===== src/lieim_params.svh =====
// Offsets, field positions, reset values and timing counts of the event latch
// Functional notes
// - 32-bit channel enable mask; 1s set at 78h, 1s clear at 7Ch
// - Event bit sets on source rising edge or software 1 at 80h
// - Event bit clears only by software 1 at 84h, or bit 16 on bus reset; reads never clear
// - Event read returns latched events ANDed with interrupt mask bits
// - Bits 31, 30, 28 and 14 to 10 always read zero
// - Bit 29 is a software event, set and cleared only by software
// - Bit 27 sets when late-ack enable and FIFO, busy or tardy ack
// - Bit 26 sets when a PHY register byte is received
// - Root enabled and cycle over 125 us: set bit 25, clear root enable
// - Bit 24 on subunit halt; blocks offending contexts' events while set
// - Bit 23 sets when received cycle start differs from local timer
// - Bit 22 on missing cycle start between syncs, or early prediction
// - Bit 21 sets when seconds counter bit 6 changes
// - Bit 20 sets when cycle count low bit toggles
// - Bit 19 sets on PHY interrupt request via status transfer
// - Bit 18 sets on register access failing for missing link clock
// - Bit 17 sets on bus reset, clearing bit 16; 16 sets on ID done
// - Bit 15 sets with bit 16 and ignores bus reset
// - Bit 9 sets when lock response misses ack_complete
// - Bit 8 sets on host bus error writing acknowledged write
// - Bits 7 and 6 are live OR of masked per-context iso events
// - Bits 5, 4 on async receive packets; 3 to 0 on DMA completion
// - Interrupt output needs global enable and a masked event
`ifndef LIEIM_PARAMS_SVH
`define LIEIM_PARAMS_SVH

`define LIEIM_ADDR_W          12
`define LIEIM_OFS_CHAN_SET    12'h078
`define LIEIM_OFS_CHAN_CLR    12'h07C
`define LIEIM_OFS_EVT_SET     12'h080
`define LIEIM_OFS_EVT_CLR     12'h084

`define LIEIM_CHAN_RESET      32'h0000_0000
`define LIEIM_EVT_RESET       32'h0000_0000
`define LIEIM_READ_IDLE       32'h0000_0000
// Bits that hold latched state; reserved and live bits are excluded
`define LIEIM_LATCH_MASK      32'h2FFF_833F

`define LIEIM_BIT_GLOBAL_EN   31
`define LIEIM_BIT_SOFT        29
`define LIEIM_BIT_LATE_ACK    27
`define LIEIM_BIT_PHY_BYTE    26
`define LIEIM_BIT_OVERRUN     25
`define LIEIM_BIT_FATAL       24
`define LIEIM_BIT_MISMATCH    23
`define LIEIM_BIT_MISSED      22
`define LIEIM_BIT_SEC6        21
`define LIEIM_BIT_NEW_PERIOD  20
`define LIEIM_BIT_PHY_IRQ     19
`define LIEIM_BIT_CLK_MISSING 18
`define LIEIM_BIT_BUS_REINIT  17
`define LIEIM_BIT_ID_DONE     16
`define LIEIM_BIT_ID_STICKY   15
`define LIEIM_BIT_ATOMIC      9
`define LIEIM_BIT_BUF_WRITE   8
`define LIEIM_BIT_ISO_RX      7
`define LIEIM_BIT_ISO_TX      6
`define LIEIM_SEC_TOGGLE_BIT  6

`define LIEIM_CLK_MHZ         200
`define LIEIM_OVERRUN_US      125
`define LIEIM_OVERRUN_CYC     (`LIEIM_OVERRUN_US * `LIEIM_CLK_MHZ)

`endif


===== src/lieim_pkg.sv =====
// Types shared by the link event latch and its users
package lieim_pkg;

    typedef struct packed {
        logic [11:0] addr;
        logic [31:0] wdata;
        logic        wr;
        logic        rd;
    } lieim_req_t;

    typedef struct packed {
        logic [6:0]  seconds;
        logic [12:0] count;
    } lieim_cyc_t;

    typedef struct packed {
        logic reply_packet_in;
        logic request_packet_in;
        logic reply_rx_done;
        logic request_rx_done;
        logic reply_tx_done;
        logic request_tx_done;
    } lieim_async_t;

    typedef enum logic [1:0] {
        LIEIM_OV_IDLE,
        LIEIM_OV_TIMING,
        LIEIM_OV_TRIPPED
    } lieim_ov_state_t;

endpackage


===== src/lieim_core.sv =====
// Link interrupt event latch and low isochronous receive channel mask
//
// The plain strobed port was left to the implementer.
`timescale 1ns/100ps
`include "lieim_params.svh"

module lieim_core #(
    parameter int OVERRUN_CYCLES = `LIEIM_OVERRUN_CYC
) (
    input  wire logic                 mclk_i,
    input  wire logic                 rst_b_i,
    // Register port
    input  wire lieim_pkg::lieim_req_t req_i,
    output logic [31:0]               rdata_o,
    // Controls owned by neighbouring registers
    input  wire logic [31:0]          irq_mask_i,
    input  wire logic                 late_ack_enable_i,
    input  wire logic                 cycle_root_enable_i,
    output logic                      cycle_root_clear_o,
    // Late acknowledge conditions
    input  wire logic                 rx_fifo_pending_i,
    input  wire logic                 phys_resp_busy_i,
    input  wire logic                 late_ack_sent_i,
    // PHY and link sources
    input  wire logic                 phy_byte_received_i,
    input  wire logic                 phy_status_irq_i,
    input  wire logic                 access_clock_missing_i,
    input  wire logic                 bus_reinit_entered_i,
    input  wire logic                 id_stream_done_i,
    input  wire logic                 atomic_reply_fault_i,
    input  wire logic                 buffered_write_fault_i,
    // Cycle timing sources
    input  wire logic                 cycle_start_sent_i,
    input  wire logic                 subaction_gap_i,
    input  wire logic                 arb_reset_gap_i,
    input  wire logic                 rx_cycle_start_i,
    input  wire lieim_pkg::lieim_cyc_t rx_cycle_i,
    input  wire lieim_pkg::lieim_cyc_t timer_i,
    // Fault source and the async contexts it names
    input  wire logic                 fatal_fault_i,
    input  wire lieim_pkg::lieim_async_t fatal_ctx_i,
    // DMA context sources
    input  wire lieim_pkg::lieim_async_t async_i,
    input  wire logic [31:0]          iso_rx_event_i,
    input  wire logic [31:0]          iso_rx_mask_i,
    input  wire logic [31:0]          iso_tx_event_i,
    input  wire logic [31:0]          iso_tx_mask_i,
    // Results
    output logic [31:0]               rx_channel_enable_o,
    output logic [31:0]               event_raw_o,
    output logic                      irq_o
);

    localparam int OV_W = $clog2(OVERRUN_CYCLES + 1);

    // =========================================================================
    // Parameter check
    // =========================================================================
    if (OVERRUN_CYCLES < 2) begin : g_bad_overrun
        $error("OVERRUN_CYCLES must be at least 2");
    end

    // =========================================================================
    // Helpers
    // =========================================================================
    function automatic logic rising(input logic now, input logic was);
        rising = now & ~was;
    endfunction

    function automatic logic hit(input logic [11:0] addr,
                                 input logic [11:0] ofs);
        hit = (addr == ofs);
    endfunction

    // =========================================================================
    // Declarations
    // =========================================================================
    logic [31:0]                 chan_q;
    logic [31:0]                 chan_d;
    logic [31:0]                 evt_q;
    logic [31:0]                 evt_d;
    logic [31:0]                 rdata_q;
    logic [31:0]                 rdata_d;
    logic [31:0]                 src_lvl;
    logic [31:0]                 src_prev_q;
    logic [31:0]                 hw_set;
    logic [31:0]                 hw_clr;
    logic [31:0]                 sw_set;
    logic [31:0]                 sw_clr;
    logic [31:0]                 evt_view;
    logic [31:0]                 masked_evt;
    logic [5:0]                  blocked_q;
    logic [5:0]                  blocked_d;
    logic [5:0]                  async_vec;
    logic [5:0]                  fatal_vec;
    logic [5:0]                  async_gated;
    logic                        sec6_prev_q;
    logic                        cnt0_prev_q;
    logic                        seen_start_q;
    logic                        seen_start_d;
    logic                        sync_seen_q;
    logic                        sync_seen_d;
    logic                        new_period;
    logic                        sec6_toggle;
    logic                        mismatch;
    logic                        missed_late;
    logic                        missed_early;
    logic                        late_ack_cond;
    logic                        iso_rx_summary;
    logic                        iso_tx_summary;
    logic                        hit_chan_set;
    logic                        hit_chan_clr;
    logic                        hit_evt_set;
    logic                        hit_evt_clr;
    logic                        overrun;
    lieim_pkg::lieim_ov_state_t  ov_state_q;
    lieim_pkg::lieim_ov_state_t  ov_state_d;
    logic [OV_W-1:0]             ov_cnt_q;
    logic [OV_W-1:0]             ov_cnt_d;

    // =========================================================================
    // Address decode
    // =========================================================================
    assign hit_chan_set = hit(req_i.addr, `LIEIM_OFS_CHAN_SET);
    assign hit_chan_clr = hit(req_i.addr, `LIEIM_OFS_CHAN_CLR);
    assign hit_evt_set  = hit(req_i.addr, `LIEIM_OFS_EVT_SET);
    assign hit_evt_clr  = hit(req_i.addr, `LIEIM_OFS_EVT_CLR);

    // =========================================================================
    // Channel enable mask
    // =========================================================================
    // Only 1 bits act; a write of 0s leaves the mask alone
    assign chan_d = req_i.wr & hit_chan_set ? chan_q | req_i.wdata
                  : req_i.wr & hit_chan_clr ? chan_q & ~req_i.wdata
                  : chan_q;

    // =========================================================================
    // Cycle timing decode
    // =========================================================================
    assign new_period  = timer_i.count[0] ^ cnt0_prev_q;
    assign sec6_toggle = timer_i.seconds[`LIEIM_SEC_TOGGLE_BIT]
                         ^ sec6_prev_q;
    assign mismatch    = rx_cycle_start_i & (rx_cycle_i != timer_i);

    // A start seen between two syncs closes the window for both checks
    assign seen_start_d = new_period ? 1'b0
                        : seen_start_q | cycle_start_sent_i | rx_cycle_start_i;
    assign sync_seen_d  = new_period | sync_seen_q;
    assign missed_late  = new_period & sync_seen_q & ~seen_start_q;
    // Prediction: a gap arrives after the sync with no start in between
    assign missed_early = ~new_period & sync_seen_q & ~seen_start_q
                          & ~cycle_start_sent_i & ~rx_cycle_start_i
                          & (subaction_gap_i | arb_reset_gap_i);

    // =========================================================================
    // Cycle overrun timer
    // =========================================================================
    // Counts from the start of a sent cycle start to the next subaction gap
    always_comb
    begin
        ov_state_d = ov_state_q;
        ov_cnt_d   = ov_cnt_q;
        overrun    = 1'b0;
        case (ov_state_q)
            lieim_pkg::LIEIM_OV_IDLE:
            begin
                ov_cnt_d = '0;
                if (cycle_root_enable_i && cycle_start_sent_i)
                begin
                    ov_state_d = lieim_pkg::LIEIM_OV_TIMING;
                end
            end
            lieim_pkg::LIEIM_OV_TIMING:
            begin
                if (!cycle_root_enable_i || subaction_gap_i)
                begin
                    ov_state_d = lieim_pkg::LIEIM_OV_IDLE;
                end
                else if (ov_cnt_q == OV_W'(OVERRUN_CYCLES))
                begin
                    overrun    = 1'b1;
                    ov_state_d = lieim_pkg::LIEIM_OV_TRIPPED;
                end
                else
                begin
                    ov_cnt_d = ov_cnt_q + 1'b1;
                end
            end
            lieim_pkg::LIEIM_OV_TRIPPED:
            begin
                // Wait for the clear to land before arming again
                if (!cycle_root_enable_i)
                begin
                    ov_state_d = lieim_pkg::LIEIM_OV_IDLE;
                end
            end
            default:
            begin
                ov_state_d = lieim_pkg::LIEIM_OV_IDLE;
            end
        endcase
    end

    // =========================================================================
    // Event sources
    // =========================================================================
    assign late_ack_cond = late_ack_enable_i
                           & (rx_fifo_pending_i | phys_resp_busy_i
                              | late_ack_sent_i);

    assign async_vec = async_i;
    assign fatal_vec = fatal_ctx_i;
    // Contexts that caused a fault stay quiet until the fault is cleared
    assign async_gated = async_vec
                         & ~(blocked_q & {6{evt_q[`LIEIM_BIT_FATAL]}});
    assign blocked_d   = evt_q[`LIEIM_BIT_FATAL] | fatal_fault_i
                         ? blocked_q | (fatal_vec & {6{fatal_fault_i}})
                         : 6'h00;

    // Levels whose rising edge latches an event
    always_comb
    begin
        src_lvl                          = '0;
        src_lvl[`LIEIM_BIT_LATE_ACK]     = late_ack_cond;
        src_lvl[`LIEIM_BIT_PHY_BYTE]     = phy_byte_received_i;
        src_lvl[`LIEIM_BIT_FATAL]        = fatal_fault_i;
        src_lvl[`LIEIM_BIT_PHY_IRQ]      = phy_status_irq_i;
        src_lvl[`LIEIM_BIT_CLK_MISSING]  = access_clock_missing_i;
        src_lvl[`LIEIM_BIT_BUS_REINIT]   = bus_reinit_entered_i;
        src_lvl[`LIEIM_BIT_ID_DONE]      = id_stream_done_i;
        src_lvl[`LIEIM_BIT_ATOMIC]       = atomic_reply_fault_i;
        src_lvl[`LIEIM_BIT_BUF_WRITE]    = buffered_write_fault_i;
        src_lvl[5:0]                     = async_gated;
    end

    always_comb
    begin
        hw_set = '0;
        for (int i = 0; i < 32; i++)
        begin
            hw_set[i] = rising(src_lvl[i], src_prev_q[i]);
        end
        hw_set[`LIEIM_BIT_OVERRUN]    = overrun;
        hw_set[`LIEIM_BIT_MISMATCH]   = mismatch;
        hw_set[`LIEIM_BIT_MISSED]     = missed_late | missed_early;
        hw_set[`LIEIM_BIT_SEC6]       = sec6_toggle;
        hw_set[`LIEIM_BIT_NEW_PERIOD] = new_period;
        hw_set[`LIEIM_BIT_ID_STICKY]  = hw_set[`LIEIM_BIT_ID_DONE];
        hw_set[`LIEIM_BIT_SOFT]       = 1'b0;
    end

    // Bus reset knocks out the completion flag only, never its sticky twin
    assign hw_clr = {{(31-`LIEIM_BIT_ID_DONE){1'b0}},
                     hw_set[`LIEIM_BIT_BUS_REINIT],
                     {`LIEIM_BIT_ID_DONE{1'b0}}};

    // =========================================================================
    // Event latch
    // =========================================================================
    assign sw_set = {32{req_i.wr & hit_evt_set}} & req_i.wdata;
    assign sw_clr = {32{req_i.wr & hit_evt_clr}} & req_i.wdata;

    // Hardware sets win over any clear arriving in the same cycle
    assign evt_d = ((evt_q & ~sw_clr & ~hw_clr) | sw_set | hw_set)
                   & `LIEIM_LATCH_MASK;

    // =========================================================================
    // Live summaries and read view
    // =========================================================================
    assign iso_rx_summary = |(iso_rx_event_i & iso_rx_mask_i);
    assign iso_tx_summary = |(iso_tx_event_i & iso_tx_mask_i);

    always_comb
    begin
        evt_view                    = evt_q & `LIEIM_LATCH_MASK;
        evt_view[`LIEIM_BIT_ISO_RX] = iso_rx_summary;
        evt_view[`LIEIM_BIT_ISO_TX] = iso_tx_summary;
    end

    assign masked_evt = evt_view & irq_mask_i;

    // Unmapped offsets read as zero; reads have no side effect
    assign rdata_d = !req_i.rd                 ? `LIEIM_READ_IDLE
                   : hit_chan_set | hit_chan_clr ? chan_q
                   : hit_evt_set | hit_evt_clr   ? masked_evt
                   : `LIEIM_READ_IDLE;

    // =========================================================================
    // Registers
    // =========================================================================
    always_ff @(posedge mclk_i or negedge rst_b_i)
    begin
        if (!rst_b_i)
        begin
            chan_q       <= `LIEIM_CHAN_RESET;
            evt_q        <= `LIEIM_EVT_RESET;
            rdata_q      <= `LIEIM_READ_IDLE;
            src_prev_q   <= '0;
            blocked_q    <= '0;
            ov_state_q   <= lieim_pkg::LIEIM_OV_IDLE;
            ov_cnt_q     <= '0;
        end
        else
        begin
            chan_q       <= chan_d;
            evt_q        <= evt_d;
            rdata_q      <= rdata_d;
            src_prev_q   <= src_lvl;
            blocked_q    <= blocked_d;
            ov_state_q   <= ov_state_d;
            ov_cnt_q     <= ov_cnt_d;
        end
    end

    // Timer history resets to 0; a first sample with the bit at 1 counts as a toggle
    always_ff @(posedge mclk_i or negedge rst_b_i)
    begin
        if (!rst_b_i)
        begin
            sec6_prev_q  <= 1'b0;
            cnt0_prev_q  <= 1'b0;
            seen_start_q <= 1'b0;
            sync_seen_q  <= 1'b0;
        end
        else
        begin
            sec6_prev_q  <= timer_i.seconds[`LIEIM_SEC_TOGGLE_BIT];
            cnt0_prev_q  <= timer_i.count[0];
            seen_start_q <= seen_start_d;
            sync_seen_q  <= sync_seen_d;
        end
    end

    // =========================================================================
    // Outputs
    // =========================================================================
    assign rdata_o             = rdata_q;
    assign rx_channel_enable_o = chan_q;
    assign event_raw_o         = evt_view;
    assign cycle_root_clear_o  = overrun;
    assign irq_o = irq_mask_i[`LIEIM_BIT_GLOBAL_EN]
                   & |(masked_evt & ~(32'h1 << `LIEIM_BIT_GLOBAL_EN));

endmodule


===== config.mk =====
export PLATFORM = sky130hd
export DESIGN_NAME = lieim_core
export DESIGN_NICKNAME = d
export VERILOG_FILES = /design/src/lieim_pkg.sv /design/src/lieim_core.sv
export VERILOG_INCLUDE_DIRS = /design/src
export SDC_FILE = /design/constraint.sdc
export NUM_CORES = 1
export LEC_CHECK = 0
export BUFFER_PORTS_ARGS = -buffer_cell sky130_fd_sc_hd__buf_4
export CAP_MARGIN = 20
export CORE_ASPECT_RATIO = 1.1
export CORE_MARGIN = 8
export CORE_UTILIZATION = 25
export DETAILED_ROUTE_END_ITERATION = 8
export SYNTH_ARGS = -nofsm -noshare
export SYNTH_HDL_FRONTEND = slang
export SYNTH_SLANG_ARGS = --single-unit

===== constraint.sdc =====
create_clock -name mclk_i -period 6.1 [get_ports mclk_i]
set_clock_uncertainty 0.2 [all_clocks]
set_input_delay 0 -clock mclk_i [delete_from_list [all_inputs] [get_ports mclk_i]]
set_output_delay 0 -clock mclk_i [all_outputs]
set_load 0.005 [all_outputs]

==> run metrics <==
total leakage power=5.460 nW; Hold WC Path Type=input port to flip-flop; Worst Tran Pin Value=0.9207 ns; Seq/Total Area, Yosys=0.5242; Worst slew margin=0.3811; clk slew on worst S/H paths=0.06 ns; Slew Viols, Final=0; post-synthesis simple-gate area fraction=0.1566; largest family of logic cells by synthesized area=compound AO/OA/AOI/OAI gates; initial antenna violation count=2; nets@finish=1338; PortBufs=359; crit path kind=input port to flip-flop; crit path capture type=flip-flop; drt initial violations=310; Required @ worst endpoint=6.20 ns; Worst VDD drop=174.2 µV; post-synthesis mux area share=0.05569; largest net degree at the start of global routing=67; Reg2Reg Depth=5; Tot Pwr=2.330 mW; Netlist cell types=44; CP Max Fanout=32; Worst-Skew Late Latency=0.41 ns; Worst setup SP type=input port; final hold vios=0; max frequency=249.5 MHz; Resize count post-CTS=0; ys flop type=dfrtp_1; MaxCap Viol Count=0; Initial Utilization=0.2520; CTS tree=built; DIE HEIGHT=180.0 µm; Final ANT Viol Nets=0; Setup Fix Bufs, Post-CTS=0; DRC viols=0; status=complete, no violations; CTS max path bufs=2; # clock sinks=128; Power per Cell Area=214.8 nW/µm²; drt wl/cell=20.41 µm; Layout Area Growth over Synthesis=77.54%; cts bufs inserted=17; unrepaired setup endpoints after global routing=no; XOR/XNOR Fraction of Synth Area=0.03440; post-synthesis register bit count=128; share of layout cells above drive strength 1=0.3759; Tcrit/Tclk final=0.6570; mapped cell area=6111 µm²; gpl congestion=0.8261; Die ar.=29710 µm²; post-synthesis cell count=595; core area=24250 µm²; Worst EP arrival=4.10 ns; setup TNS=0 ns; Register Area=3203 µm²; Synth Area in Compound Gates=0.1615; Syn Area/Cell=10.27 µm²; via density per instance=4.753; Final Setup Violations=0; FILL cells=2343; Worst Hold Path Cells=2; Vias=6578; final WL=28240 µm; hpwl dp=21300 µm; H-tree Lvls=4; vias in the first global route=7367; grt total ovfl=0; synth warn=0; Final Critical Period=4.008 ns; Total GRT Usage=0.1849; Root Buffer Master=clkbuf_16; Die X=165.1 µm; Multi-input gate area=2557 µm²; ys async rst share=1.000; num rows=60; Synth Area in Adders=0.004095; number of synthesized flops with an enable pin=0; TritonRoute pass-1 iters=4; IO Pins=375; global-route wire length before repair=41840 µm
[cell usage in the layout (no fill, tap or decap), drive strengths merged, types with 7 or more instances in the layout]
master,n
a21oi,9
a22o,8
a22oi,32
a32o,23
and3,13
buf,364
clkbuf,21
conb,8
dfrtp,128
dlygate4sd3,108
inv,57
mux2i,34
nand2,84
nand3,36
nand4,9
nor2,8
nor4,7
o211ai,7
o21ai,19
o221ai,12
or4,8
xnor2,14
xor2,10
[metal layers]
| layer | wire [µm] | global-route usage | up-vias |
|---|---|---|---|
| li1 | - | - | 3063 |
| met1 | 9860 | 0.1847 | 3129 |
| met2 | 14730 | 0.3416 | 326 |
| met3 | 2586 | 0.05439 | 58 |
| met4 | 1056 | 0.08405 | 2 |
| met5 | 13 | 0 | - |
[path summary, 6_finish.rpt]
path / startpoint / endpoint / slack, ns
worst max-delay path: req_i[34] / flip-flop / 2.09
worst min-delay path: phy_byte_received_i / src_prev_q[26]$_DFF_PN0_ / 0.03
worst max register to register: ov_cnt_q[11]$_DFFE_PN0P_ / ov_state_q[1]$_DFFE_PN0P_ / 2.93
worst min register to register: sync_seen_q$_DFF_PN0_ / sync_seen_q$_DFF_PN0_ / 0.27
max in group asynchronous: rst_b_i / async pin / 4.37
min in group asynchronous: rst_b_i / rdata_o[31]$_DFF_PN0_ / 0.47
[logic make-up after synthesis]
logic type | after synthesis
flip-flops | 128
adder cells (fa/ha/maj) | 2
AND/OR/NAND/NOR | 192
multiplexers | 34
XOR/XNOR | 24
buffers and inverters | 88
other | 1
AO/OA/AOI/OAI | 126
[worst max-delay path: stages]
cell,delay [ns]
dlygate4sd3_1,0.53
buf_4,0.12
or2_2,0.30
dlygate4sd3_1,0.60
nor4_2,0.81
and2_2,0.85
nand2_1,0.16
mux2i_1,0.15
dlygate4sd3_1,0.58
[stage by stage]
| stage | setup slack [ns] | hold slack (ns) | utilization | std cells | cell area, µm² |
|---|---|---|---|---|---|
| floorplan | 3.670 | -0.4956 | - | 602 | 6137 |
| global placement | 2.942 | -0.1789 | 0.3745 | 1241 | 9080 |
| detailed placement | 2.924 | -0.1776 | 0.3745 | 1241 | 9080 |
| CTS | 2.064 | 0.01210 | 0.4472 | 1382 | 10840 |
| global route | 1.859 | 0.02932 | 0.4474 | 1384 | 10850 |
| finish | 2.092 | 0.03452 | 0.4474 | 1384 | 10850 |
[report_power, final]
group          internal (mW)  switching [mW]  total (mW)
clock                  0.732           0.398        1.13
sequential             0.864          0.0154       0.879
combinational          0.198           0.122       0.320
[cells in the mapped netlist, drive strengths merged, types with 12 or more instances]
cell type / count / area share
dfrtp: 128 / 0.52
mux2i: 34 / 0.056
nand2: 84 / 0.052
buf: 21 / 0.022
inv: 54 / 0.033
clkbuf: 13 / 0.0080
o221ai: 12 / 0.017
nand3: 36 / 0.029
o21ai: 19 / 0.016
and3: 13 / 0.013
a22oi: 32 / 0.039
a32o: 23 / 0.038
xnor2: 14 / 0.020
[timing repair]
| action | in CTS | in global routing |
|---|---|---|
| setup endpoints to repair | 0 | 0 |
| hold buffers | 109 | 0 |
| endpoints found under the hold margin | 178 | 0 |
[cell type report]
cell class | count | share of cell area
Antenna cell | 2 | 0.0004613
Clock buffer | 21 | 0.04429
Clock inverter | 11 | 0.01615
Inverter | 54 | 0.01868
Multi-Input combinational cell | 386 | 0.2357
Sequential cell | 128 | 0.2952
Tap cell | 310 | 0.03575
Timing Repair Buffer | 472 | 0.3537
No activity file was read; power rests on OpenSTA's default activity.
